File: config.mk
export PLATFORM = sky130hd
export DESIGN_NAME = sar_adc_four_wire_readout
export DESIGN_NICKNAME = d
export VERILOG_FILES = /design/src/verilog/sar_readout_pkg.sv /design/src/verilog/word_stream_if.sv /design/src/verilog/pin_sync.sv /design/src/verilog/two_entry_buffer.sv /design/src/verilog/sar_adc_four_wire_readout.sv
export VERILOG_INCLUDE_DIRS = /design/src /design/src/verilog
export SDC_FILE = /design/constraint.sdc
export NUM_CORES = 1
export LEC_CHECK = 0
export BUFFER_PORTS_ARGS = -buffer_cell sky130_fd_sc_hd__buf_2
export CAP_MARGIN = 20
export CORE_ASPECT_RATIO = 2
export CORE_MARGIN = 2
export CORE_UTILIZATION = 50
export CTS_CLUSTER_SIZE = 28
export DETAILED_ROUTE_END_ITERATION = 10
export PLACE_DENSITY_LB_ADDON = 0.15
export SLEW_MARGIN = 5
export SYNTH_ARGS = -nofsm -noshare
export SYNTH_HDL_FRONTEND = slang
export SYNTH_SLANG_ARGS = --single-unit
File: constraint.sdc
create_clock -name ref_clk -period 3.5 [get_ports ref_clk]
set_input_delay 0.35 -clock ref_clk [delete_from_list [all_inputs] [get_ports ref_clk]]
set_output_delay 0.35 -clock ref_clk [all_outputs]
set_load 0.1 [all_outputs]
File: src/verilog/sar_readout_cfg.svh
// constants for the four-wire readout block
`ifndef SAR_READOUT_CFG_SVH
`define SAR_READOUT_CFG_SVH

`define RESULT_BITS 16
`define STATUS_BITS 6
`define FRAME_BITS 22
`define STATUS_FAST_BIT 2
// conversion time in ns; plain default, not a characterised figure
`define CONV_TIME_NS 290
`define CLK_PERIOD_PS 4000
// longest time rounds down, never below one cycle
`define CONV_CYCLES (((`CONV_TIME_NS * 1000) / `CLK_PERIOD_PS) < 1 ? 1 : \
  ((`CONV_TIME_NS * 1000) / `CLK_PERIOD_PS))
`define CONV_COUNT_BITS 12
`define PIN_COUNT 3
`define PIN_CONV 0
`define PIN_SEL 1
`define PIN_SCLK 2

`endif

File: src/verilog/sar_readout_pkg.sv
// types shared by the readout block
package sar_readout_pkg;

  typedef enum logic [1:0] {
    CONV_IDLE = 2'b00,
    CONV_RUN = 2'b01,
    CONV_PUSH = 2'b10
  } conv_state_type;

  typedef enum logic [1:0] {
    READ_OFF = 2'b00,
    READ_ARMED = 2'b01,
    READ_BUSYLOW = 2'b10,
    READ_SHIFT = 2'b11
  } read_state_type;

  typedef enum logic [1:0] {
    MODE_FAST = 2'b00,
    MODE_NOBUSY = 2'b01,
    MODE_BUSY = 2'b10
  } read_mode_type;

endpackage

File: src/verilog/word_stream_if.sv
// valid/ready word stream between the block's own modules
`timescale 1ns/1ps
`default_nettype none

interface word_stream_if #(parameter int WIDTH = 16);
  logic valid;
  logic ready;
  logic [WIDTH-1:0] data;
  modport source (output valid, output data, input ready);
  modport sink (input valid, input data, output ready);
endinterface

`default_nettype wire

File: src/verilog/pin_sync.sv
// two-flop synchronisers for asynchronous pins
`timescale 1ns/1ps
`default_nettype none

module pin_sync #(
  parameter int WIDTH = 3
) (
  input wire logic clk, // sampling clock
  input wire logic rstn, // synchronous reset, active low
  input wire logic [WIDTH-1:0] pinIn, // raw pins
  output logic [WIDTH-1:0] pinOut // synchronised levels
);
  genvar i;
  generate
    for (i = 0; i < WIDTH; i++) begin : g_bit
      logic stage1;
      logic stage2;
      always_ff @(posedge clk) begin
        if (!rstn) begin
          stage1 <= 1'b0;
          stage2 <= 1'b0;
        end else begin
          stage1 <= pinIn[i];
          stage2 <= stage1;
        end
      end
      assign pinOut[i] = stage2;
    end
  endgenerate
endmodule

`default_nettype wire

File: src/verilog/two_entry_buffer.sv
// two-entry result buffer with valid/ready on both sides
`timescale 1ns/1ps
`default_nettype none

module two_entry_buffer #(
  parameter int WIDTH = 16,
  parameter int DEPTH = 2
) (
  input wire logic clk, // block clock
  input wire logic rstn, // synchronous reset, active low
  word_stream_if.sink fill, // writer side
  word_stream_if.source drain // reader side
);
  logic [WIDTH-1:0] store [DEPTH];
  logic [$clog2(DEPTH)-1:0] wrIdx, rdIdx, next_wrIdx, next_rdIdx;
  logic [$clog2(DEPTH+1)-1:0] count, next_count;
  logic pushFire, popFire;

  assign fill.ready = (count != DEPTH[$clog2(DEPTH+1)-1:0]);
  assign drain.valid = (count != '0);
  assign drain.data = store[rdIdx];
  assign pushFire = fill.valid && fill.ready;
  assign popFire = drain.valid && drain.ready;

  always_comb begin
    next_wrIdx = wrIdx;
    next_rdIdx = rdIdx;
    next_count = count;
    if (pushFire) begin
      next_wrIdx = (wrIdx == DEPTH[$clog2(DEPTH)-1:0] - 1'b1) ? '0 : wrIdx + 1'b1;
    end
    if (popFire) begin
      next_rdIdx = (rdIdx == DEPTH[$clog2(DEPTH)-1:0] - 1'b1) ? '0 : rdIdx + 1'b1;
    end
    if (pushFire && !popFire) begin
      next_count = count + 1'b1;
    end else if (popFire && !pushFire) begin
      next_count = count - 1'b1;
    end
  end

  always_ff @(posedge clk) begin
    if (!rstn) begin
      wrIdx <= '0;
      rdIdx <= '0;
      count <= '0;
    end else begin
      wrIdx <= next_wrIdx;
      rdIdx <= next_rdIdx;
      count <= next_count;
      if (pushFire) begin
        store[wrIdx] <= fill.data;
      end
    end
  end
endmodule

`default_nettype wire

File: src/verilog/sar_adc_four_wire_readout.sv
// conversion control and four-wire serial readout
// Functional notes
// - conversion-start rise begins a conversion and floats the serial output at once
// - fast-readout enable at 1 selects fast mode instead of busy-indicator mode
// - fast mode shifts out the previous conversion's result
// - select low shows the result MSB, then one bit per serial-clock fall
// - result occupies the first 16 serial-clock falls of a readback
// - with status enabled, six status bits follow the result bits
// - fast mode floats output after the last fall or conversion-start rise
// - the two other modes need fast-readout enable at 0, its default
// - finished conversion enters acquisition and powers conversion logic down
// - no-busy mode floats output after the last fall or select going high
// - busy mode drives the output low at conversion end as an interrupt
// - busy mode shifts the result MSB first on following serial-clock falls
// - busy mode floats output after an extra fall or conversion-start rise
// - each bit stays valid across both serial-clock edges
// - status bit 2 mirrors the fast-readout enable field
`timescale 1ns/1ps
`default_nettype none
`include "sar_readout_cfg.svh"

module sar_adc_four_wire_readout (
  input wire logic ref_clk, // 250 MHz block clock
  input wire logic rstn, // synchronous reset, active low
  input wire logic convStartPin, // conversion-start pin, asynchronous
  input wire logic selectPin, // select/serial-in pin, asynchronous
  input wire logic serialClkPin, // serial clock pin, asynchronous
  input wire logic fastReadoutEnable, // configuration field, same clock
  input wire logic statusEnable, // status bits appended when high
  input wire logic [2:0] statusHigh, // status bits 5..3 from configuration
  input wire logic [`RESULT_BITS-1:0] sampleCode, // front-end code, same clock
  output logic serialOut, // serial result data
  output logic serialOutEnable, // high while the output pin is driven
  output logic conversionActive // high while conversion logic is powered
);
  import sar_readout_pkg::*;

  ////////////////////////////////////////////////////////////////////////
  // pin synchronisers and edge detection

  logic [`PIN_COUNT-1:0] pinsRaw, pinsSync, pinsPrev;
  logic convLevel, selLevel, convRise, selFall, sclkFall;

  assign pinsRaw = {serialClkPin, selectPin, convStartPin};

  pin_sync #(
    .WIDTH(`PIN_COUNT)
  ) u_sync (
    .clk(ref_clk),
    .rstn(rstn),
    .pinIn(pinsRaw),
    .pinOut(pinsSync)
  );

  // previous level so edges are taken from the second stage only
  always_ff @(posedge ref_clk) begin
    if (!rstn) begin
      pinsPrev <= '0;
    end else begin
      pinsPrev <= pinsSync;
    end
  end

  assign convLevel = pinsSync[`PIN_CONV];
  assign selLevel = pinsSync[`PIN_SEL];
  assign convRise = pinsSync[`PIN_CONV] && !pinsPrev[`PIN_CONV];
  assign selFall = !pinsSync[`PIN_SEL] && pinsPrev[`PIN_SEL];
  assign sclkFall = !pinsSync[`PIN_SCLK] && pinsPrev[`PIN_SCLK];

  ////////////////////////////////////////////////////////////////////////
  // result buffer between conversion and readout

  word_stream_if #(.WIDTH(`RESULT_BITS)) convWords ();
  word_stream_if #(.WIDTH(`RESULT_BITS)) readWords ();

  two_entry_buffer #(
    .WIDTH(`RESULT_BITS),
    .DEPTH(2)
  ) u_buffer (
    .clk(ref_clk),
    .rstn(rstn),
    .fill(convWords.sink),
    .drain(readWords.source)
  );

  ////////////////////////////////////////////////////////////////////////
  // conversion timer

  conv_state_type convState, next_convState;
  logic [`CONV_COUNT_BITS-1:0] convCount, next_convCount;
  logic [`RESULT_BITS-1:0] sampled, next_sampled;
  logic pushValid, next_pushValid;
  logic next_conversionActive;

  assign convWords.valid = pushValid;
  assign convWords.data = sampled;

  always_comb begin
    next_convState = convState;
    next_convCount = convCount;
    next_sampled = sampled;
    next_pushValid = pushValid;
    next_conversionActive = conversionActive;
    case (convState)
      CONV_IDLE: begin
        if (convRise) begin
          next_convState = CONV_RUN;
          next_convCount = `CONV_COUNT_BITS'(`CONV_CYCLES - 1);
          next_sampled = sampleCode;
          next_conversionActive = 1'b1;
        end
      end
      CONV_RUN: begin
        // runs to completion whatever the pins do meanwhile
        if (convCount == '0) begin
          next_convState = CONV_PUSH;
          next_pushValid = 1'b1;
        end else begin
          next_convCount = convCount - 1'b1;
        end
      end
      CONV_PUSH: begin
        // a full buffer stalls here rather than losing the word
        if (pushValid && convWords.ready) begin
          next_pushValid = 1'b0;
          next_convState = CONV_IDLE;
          next_conversionActive = 1'b0;
        end
      end
      default: begin
        next_convState = CONV_IDLE;
        next_pushValid = 1'b0;
        next_conversionActive = 1'b0;
      end
    endcase
  end

  always_ff @(posedge ref_clk) begin
    if (!rstn) begin
      convState <= CONV_IDLE;
      convCount <= '0;
      sampled <= '0;
      pushValid <= 1'b0;
      conversionActive <= 1'b0;
    end else begin
      convState <= next_convState;
      convCount <= next_convCount;
      sampled <= next_sampled;
      pushValid <= next_pushValid;
      conversionActive <= next_conversionActive;
    end
  end

  ////////////////////////////////////////////////////////////////////////
  // readout shifter

  read_state_type readState, next_readState;
  read_mode_type readMode, next_readMode;
  logic [`RESULT_BITS-1:0] held, next_held;
  logic [`FRAME_BITS-1:0] frame, next_frame;
  logic [4:0] bitIdx, next_bitIdx;
  logic [4:0] frameLen, next_frameLen;
  logic [4:0] nextIdx;
  logic next_serialOut, next_serialOutEnable;
  logic popFire;
  logic [`STATUS_BITS-1:0] statusWord;

  // status field: bit 2 mirrors the fast-readout field, 1..0 reserved
  assign statusWord = {statusHigh, fastReadoutEnable, 2'b00};
  // new words are taken only between readbacks so a frame never changes
  assign readWords.ready = (readState == READ_OFF) || (readState == READ_ARMED);
  assign popFire = readWords.valid && readWords.ready;
  assign nextIdx = bitIdx + 5'h01;

  always_comb begin
    next_readState = readState;
    next_readMode = readMode;
    next_held = held;
    next_frame = frame;
    next_bitIdx = bitIdx;
    next_frameLen = frameLen;
    next_serialOut = serialOut;
    next_serialOutEnable = serialOutEnable;
    if (popFire) begin
      next_held = readWords.data;
    end
    if (convRise) begin
      // any readback still open ends here
      next_readState = READ_OFF;
      next_serialOutEnable = 1'b0;
    end else begin
      case (readState)
        READ_OFF, READ_ARMED: begin
          if (fastReadoutEnable) begin
            if (selFall && convLevel) begin
              // held is the word from the conversion before this one
              next_frame = {held, statusWord};
              next_frameLen = statusEnable ? 5'(`FRAME_BITS) : 5'(`RESULT_BITS);
              next_bitIdx = 5'h00;
              next_serialOut = held[`RESULT_BITS-1];
              next_serialOutEnable = 1'b1;
              next_readMode = MODE_FAST;
              next_readState = READ_SHIFT;
            end
          end else if (popFire) begin
            next_frame = {readWords.data, statusWord};
            next_frameLen = statusEnable ? 5'(`FRAME_BITS) : 5'(`RESULT_BITS);
            next_bitIdx = 5'h00;
            if (!selLevel) begin
              // select low at completion means the host wants the busy edge
              next_serialOut = 1'b0;
              next_serialOutEnable = 1'b1;
              next_readMode = MODE_BUSY;
              next_readState = READ_BUSYLOW;
            end else begin
              next_readMode = MODE_NOBUSY;
              next_readState = READ_ARMED;
            end
          end else if (readState == READ_ARMED && selFall) begin
            next_serialOut = frame[`FRAME_BITS-1];
            next_serialOutEnable = 1'b1;
            next_bitIdx = 5'h00;
            next_readState = READ_SHIFT;
          end
        end
        READ_BUSYLOW: begin
          if (sclkFall) begin
            next_serialOut = frame[`FRAME_BITS-1];
            next_bitIdx = 5'h00;
            next_readState = READ_SHIFT;
          end
        end
        READ_SHIFT: begin
          if (readMode == MODE_NOBUSY && selLevel) begin
            // frame kept armed so a later select restarts at the top bit
            next_serialOutEnable = 1'b0;
            next_readState = READ_ARMED;
          end else if (sclkFall) begin
            // bit changes only on falls, so it holds across the rise
            if (nextIdx == frameLen) begin
              next_serialOutEnable = 1'b0;
              next_readState = READ_OFF;
            end else begin
              next_bitIdx = nextIdx;
              next_serialOut = frame[5'(`FRAME_BITS - 1) - nextIdx];
            end
          end
        end
        default: begin
          next_readState = READ_OFF;
          next_serialOutEnable = 1'b0;
        end
      endcase
    end
  end

  always_ff @(posedge ref_clk) begin
    if (!rstn) begin
      readState <= READ_OFF;
      readMode <= MODE_NOBUSY;
      held <= '0;
      frame <= '0;
      bitIdx <= '0;
      frameLen <= 5'(`RESULT_BITS);
      serialOut <= 1'b0;
      serialOutEnable <= 1'b0;
    end else begin
      readState <= next_readState;
      readMode <= next_readMode;
      held <= next_held;
      frame <= next_frame;
      bitIdx <= next_bitIdx;
      frameLen <= next_frameLen;
      serialOut <= next_serialOut;
      serialOutEnable <= next_serialOutEnable;
    end
  end

endmodule

`default_nettype wire

## Yosys cells after proc, flatten, opt, wreduce, memory -nomap -nowiden

Memories as Yosys holds them, arrays and structs flattened. A register that Yosys moved wholly into a read port is not among the register bits.
Index checks and enable logic that the tools add are counted.

| storage, ports and cells | value |
|---|---|
| bits in registers | 99 |
| bits in writable memories | 32 |
| input port bits | 26 |
| output and inout port bits | 3 |
| word-level logic and storage cells | 165 |
| memories | 1 |

Memory list:

| name | depth | width | rd ports | clocked after memory_dff | wr ports | RTL line | text |
|---|---|---|---|---|---|---|---|
| u_buffer.store | 2 | 16 | 1 | 1 | 1 | two_entry_buffer.sv:14 | `logic [WIDTH-1:0] store [DEPTH];` |

| operators by class | value |
|---|---|
| add/subtract/negate cells | 7 |
| $lt $le $gt $ge | 1 |
| eq/ne operators | 22 |
| mux-type cells | 71 |
| bitwise gates (word level) | 4 |
| reduce and logical (&&, ||, !) cells | 36 |

Operator list:

| cell | number |
|---|---|
| 2-to-1 mux 22 bit | 3 |
| 2-to-1 mux 5 bit | 11 |
| 2-to-1 mux 2 bit | 17 |
| 2-to-1 mux 1 bit | 28 |
| 2-to-1 mux 12 bit | 2 |
| one-hot mux 12 bit (2 select lines) | 1 |
| inequality test 2 bit, second input constant | 8 |
| one-hot mux 5 bit (3 select lines) | 1 |
| logical NOT 12 bit | 1 |
| one-hot mux 2 bit (3 select lines) | 2 |
| AND reduction 3 bit | 4 |
| subtractor 12 x 1 -> 12 bit, second input constant | 1 |
| logical AND 1 bit | 10 |
| nonzero test 2 bit | 5 |
| inequality test 3 bit, second input constant | 3 |
| one-hot mux 1 bit (3 select lines) | 3 |
| AND reduction 8 bit | 1 |
| AND reduction 7 bit | 1 |
| == test 2 x 1 -> 1 bit, second input constant | 3 |
| == test 2 bit, second input constant | 3 |
| less-than comparator 5 x 6 -> 1 bit, second input constant | 1 |
| AND reduction 6 bit | 1 |
| adder 5 x 1 -> 5 bit, second input constant | 1 |
| binary-select mux 1 bit (select 5 bit) | 1 |
| other kinds (18) | 29 |

## Longest topological paths before layout

| logic depth | value |
|---|---|
| depth after elaboration | 8 |
| mapped depth | 11 |

## Cells and area by module

Synthesis repeated with hierarchy kept, for this count alone.

| unflattened totals | value |
|---|---|
| cell total of the unflattened synthesis | 544 |
| area total of the unflattened synthesis | 5424.0 um^2 |

Modules (own cells, without submodules):

| module | times used | cells an instance | area each (um^2) | sequential area each (um^2) |
|---|---|---|---|---|
| sar_adc_four_wire_readout | 1 | 452 | 3853.7 | 1661.6 |
| two_entry_buffer | 1 | 77 | 1390.1 | 1061.0 |
| pin_sync | 1 | 15 | 180.2 | 120.1 |

## Worst setup path before layout

OpenSTA, ideal clock, no wires.

| timing path | value |
|---|---|
| path type | register -> register |
| start | register bitIdx[0] |
| end | register serialOut |
| library setup time | 122 ps |
| arrival time | 2514 ps |
| slack | 864 ps |
| cell stages (with the launch flop) | 12 |
| period minus slack after synthesis | 2636 ps |
| cell sequence | dfxtp_1 > ha_1 > buf_4 > xor2_4 > ha_1 > clkbuf_1 > mux4_1 > a2bb2oi_1 > nand3_1 > o31ai_1 > mux2_4 > o311a_1 |

| between the ends | value |
|---|---|
| longest elaborated chain between the ends | 8 |
| elaborated cells on any way between the ends | 11 |
| those cells by class | add/sub: 2; eq/ne: 2; mux: 6; reduce/logical: 1 |

RTL lines:

| element | RTL line | text |
|---|---|---|
| start: declaration | sar_adc_four_wire_readout.sv:161 | `logic [4:0] bitIdx, next_bitIdx;` |
| start signal: assignment | sar_adc_four_wire_readout.sv:272 | `bitIdx <= next_bitIdx;` |
| adder 5 x 1 -> 5 bit * | sar_adc_four_wire_readout.sv:173 | `assign nextIdx = bitIdx + 5'h01;` |
| subtractor 5 bit | sar_adc_four_wire_readout.sv:245 | `` next_serialOut = frame[5'(`FRAME_BITS - 1) - nextIdx]; `` |
| binary-select mux 1 bit (select 5 bit) | sar_adc_four_wire_readout.sv:245 |  |
| 2-to-1 mux 1 bit | sar_adc_four_wire_readout.sv:245 |  |
| 2-to-1 mux 1 bit | sar_adc_four_wire_readout.sv:240 | `if (nextIdx == frameLen) begin` |
| 2-to-1 mux 1 bit | sar_adc_four_wire_readout.sv:238 | `end else if (sclkFall) begin` |
| 2-to-1 mux 1 bit | sar_adc_four_wire_readout.sv:234 | `if (readMode == MODE_NOBUSY && selLevel) begin` |
| one-hot mux 1 bit (3 select lines) | sar_adc_four_wire_readout.sv:192 | `case (readState)` |
| end signal: assignment | sar_adc_four_wire_readout.sv:274 | `serialOut <= next_serialOut;` |
| end: declaration | sar_adc_four_wire_readout.sv:32 | `output logic serialOut,` |

Every way passes the cells marked *; elsewhere a longest branch is shown, timed or not. The select of a mux whose other input is x is not followed.
A chain may end at the register's enable or synchronous reset.

## Worst setup path after layout

Ends and elaborated chain as after synthesis.

==> flow_metrics.tcl <==
set metrics [dict create \
    cp.buffers_inverters 0 \
    placementRows 53 \
    rsz0062_at_grt "false" \
    tns_ns 0 \
    required_ns 3.79 \
    r2r_cells 9 \
    wl_per_cell_um 13.9 \
    crit_cells 9 \
    area_growth_syn_to_layout_pct 14.1 \
    yosysSeqAreaShare_pct 52.5 \
    drive_above_1_share_pct 14.1 \
    worstSkewPairLatency_ns 0.40 \
    antenna_found_initial 0 \
    dr.pass1.iters 4 \
    cts_hold_buf 0 \
    finalSetupViolations 0 \
    hold_depth 2 \
    synthDistinctLibCells 67 \
    skew_ns 0.00345 \
    cts_tree "yes" \
    antenna_cells 0 \
    slew_headroom_pct 38.5 \
    layout_commonest_cell "dfxtp_1" \
    crit_arrival_ns 3.40 \
    p_leak_nw 2.31 \
    crit_top_cell "ha_1" \
    drc 0 \
    vias_per_cell 5.33 \
    drt_iter0_drc 146 \
    cts_buffer_depth 2 \
    nets 600 \
    hp-class "in -> reg" \
    max_freq_ghz 0.321 \
    slew_viol_final 0 \
    synthesis.area_um2 5420 \
    cts-root-buf "clkbuf_16" \
    syn-num-nets 582 \
    cts_sinks 126 \
    gp_congestion 0.790 \
    hold_viol 0 \
    via_count 3829 \
    async_flop_share_pct 0 \
    grt_first_pass_wirelength_mm 16.9 \
    crit_slowest_cell "dfxtp_1" \
    cts_htree_levels 4 \
    ff2ff_setup_slack_ns 0.39 \
    grt_pass1_vias 3727 \
    path_delay_family "adder cells" \
    slowest_delay_ns 0.65 \
    critPathCaptureType "register" \
    drt.antenna.violating_nets 0 \
    syn_avg_cell_area_um2 9.83 \
    die_width_um 77.6 \
    clk_pin_slew_ns 0.05 \
    cp_max_fo 13 \
    port_buffers 28 \
    fin_crit_sh_pct 88.9 \
    die_y_um 151 \
    startpoint_type "register" \
    vdd_drop_max_mv 0.613 \
    status "finished clean" \
    yosysWarnings 0 \
    mostFrequentLayoutCells "dfxtp_1 (94), nor2_1 (82), nand2_1 (60)" \
    totalWireLength_mm 9.96 \
    synth_flop_cell "dfxtp_1" \
    grt-ovfl-total 0 \
    synth.ff_latch_count 126 \
    grt_max_degree 52 \
    initial_core_util_pct 51.4 \
    cts_buffers 17 \
    core_um2 10500 \
    cts_resized 0 \
    post-cts-setup-buffers 0 \
    synth_edf_count 32 \
    io_pins 29 \
    power.density_nw_per_um2 730 \
    maxCapViolCount 0 \
    path_class "reg -> reg" \
    die_area_um2 11700 \
    path_cells "ha_1, xor2_4, ha_1, mux4_1, a2bb2oi_1, nand3_1, o31ai_1, mux2_4, o311a_1" \
    grt_use_total_pct 18.2 \
    final_cell_area_um2 6180 \
    fin_crit_ns 3.11 \
    tightest_slew_ns 0.921 \
    hpwl_mm 6.81 \
    placed_area_um2 5610 \
    synthCells 551 \
]
[worst reg2reg max path, stage by stage, from the launching register on]
cell       delay (ns)
dfxtp_1          0.65
ha_1             0.50
xor2_4           0.13
ha_1             0.48
mux4_1           0.34
a2bb2oi_1        0.14
nand3_1          0.07
o31ai_1          0.07
mux2_4           0.28
o311a_1          0.34
[cell families after synthesis]
group	count (synthesis)	share of synthesized area (%)
and+or+nand+nor	219	20.1
DFF	126	52.5
AOI/OAI and AO/OA	109	12.7
buffers and inverters	41	3.46
muxes	34	6.97
xor gates and xnor gates	17	3.09
adders and majority gates	5	1.15
[report_power, final]
| group | total [W] | leakage, nW | switching, W | internal, W |
|---|---|---|---|---|
| logic | 0.000983 | 0.968 | 0.000582 | 0.000402 |
| clock network | 0.00166 | 0.275 | 0.000603 | 0.00105 |
| registers | 0.00187 | 1.06 | 0.000178 | 0.00169 |
[flip-flops by register name, summed over array words and instances, names as in the netlist, 2 cells and up, named ones only]
| register | cells |
|---|---|
| convState | 2 |
| bitIdx | 5 |
| held | 16 |
| readMode | 2 |
| u_sync.g_bit.stage1 | 3 |
| convWords.data | 16 |
| pinsPrev | 3 |
| u_buffer.count | 2 |
| readState | 2 |
| u_buffer.store | 32 |
| frame | 20 |
| u_sync.g_bit.stage2 | 3 |
| convCount | 12 |
[synth_stat cells (6+ instances only)]
library cell | number | area, um2
mux2i_1 | 28 | 280
and2_1 | 19 | 119
nand2_1 | 60 | 225
nor2_1 | 83 | 312
o21ai_0 | 13 | 65.1
inv_1 | 7 | 26.3
nor2b_1 | 7 | 43.8
nand3_1 | 6 | 30.0
xor2_1 | 11 | 96.3
a211oi_1 | 18 | 135
edfxtp_1 | 32 | 961
nor3_1 | 8 | 40.0
dfxtp_1 | 94 | 1880
a21oi_1 | 49 | 245
clkbuf_1 | 20 | 75.1
[stage by stage]
| stage | setup WS (ns) | utilization [%] | hold WS [ns] | std cells | total power, W |
|---|---|---|---|---|---|
| floorplan | 0.864 | - | 0.412 | 551 | 0.00268 |
| global placement | 0.500 | 53.2 | 0.414 | 687 | 0.00284 |
| detailed placement | 0.377 | 53.2 | 0.421 | 687 | 0.00288 |
| CTS | 0.370 | 58.6 | 0.134 | 719 | 0.00456 |
| global route | 0.201 | 58.6 | 0.137 | 719 | 0.00476 |
| finish | 0.389 | 58.6 | 0.149 | 719 | 0.00451 |
[final timing paths]
check	startpoint	endpoint
worst max-delay path	bitIdx[0]$_SDFFE_PN0P_	serialOut$_SDFFE_PN0P_
worst min-delay path	selectPin	u_sync.g_bit[1].stage1$_SDFF_PN0_
worst max register to register	bitIdx[0]$_SDFFE_PN0P_	serialOut$_SDFFE_PN0P_
worst min register to register	u_sync.g_bit[1].stage1$_SDFF_PN0_	u_sync.g_bit[1].stage2$_SDFF_PN0_
[area by class of cell]
cell class                      instances  area (um2)
Fill cell                             911        4360
Tap cell                              137         171
Inverter                                7        26.3
Multi-Input combinational cell        384        2390
Clock inverter                          9        82.6
Sequential cell                       126        2840
Clock buffer                           23         489
Timing Repair Buffer                   33         178
[routing by layer]
layer	GRT usage, %	up-vias	share of wire, %	wire length, um
li1	-	1966	-	-
met1	18.7	1793	41	4130
met2	33.9	51	54	5410
met3	4.47	19	2.1	208
met4	8.84	0	2.1	212
met5	0	-	0	0
No activity file was read; power rests on OpenSTA's default activity.
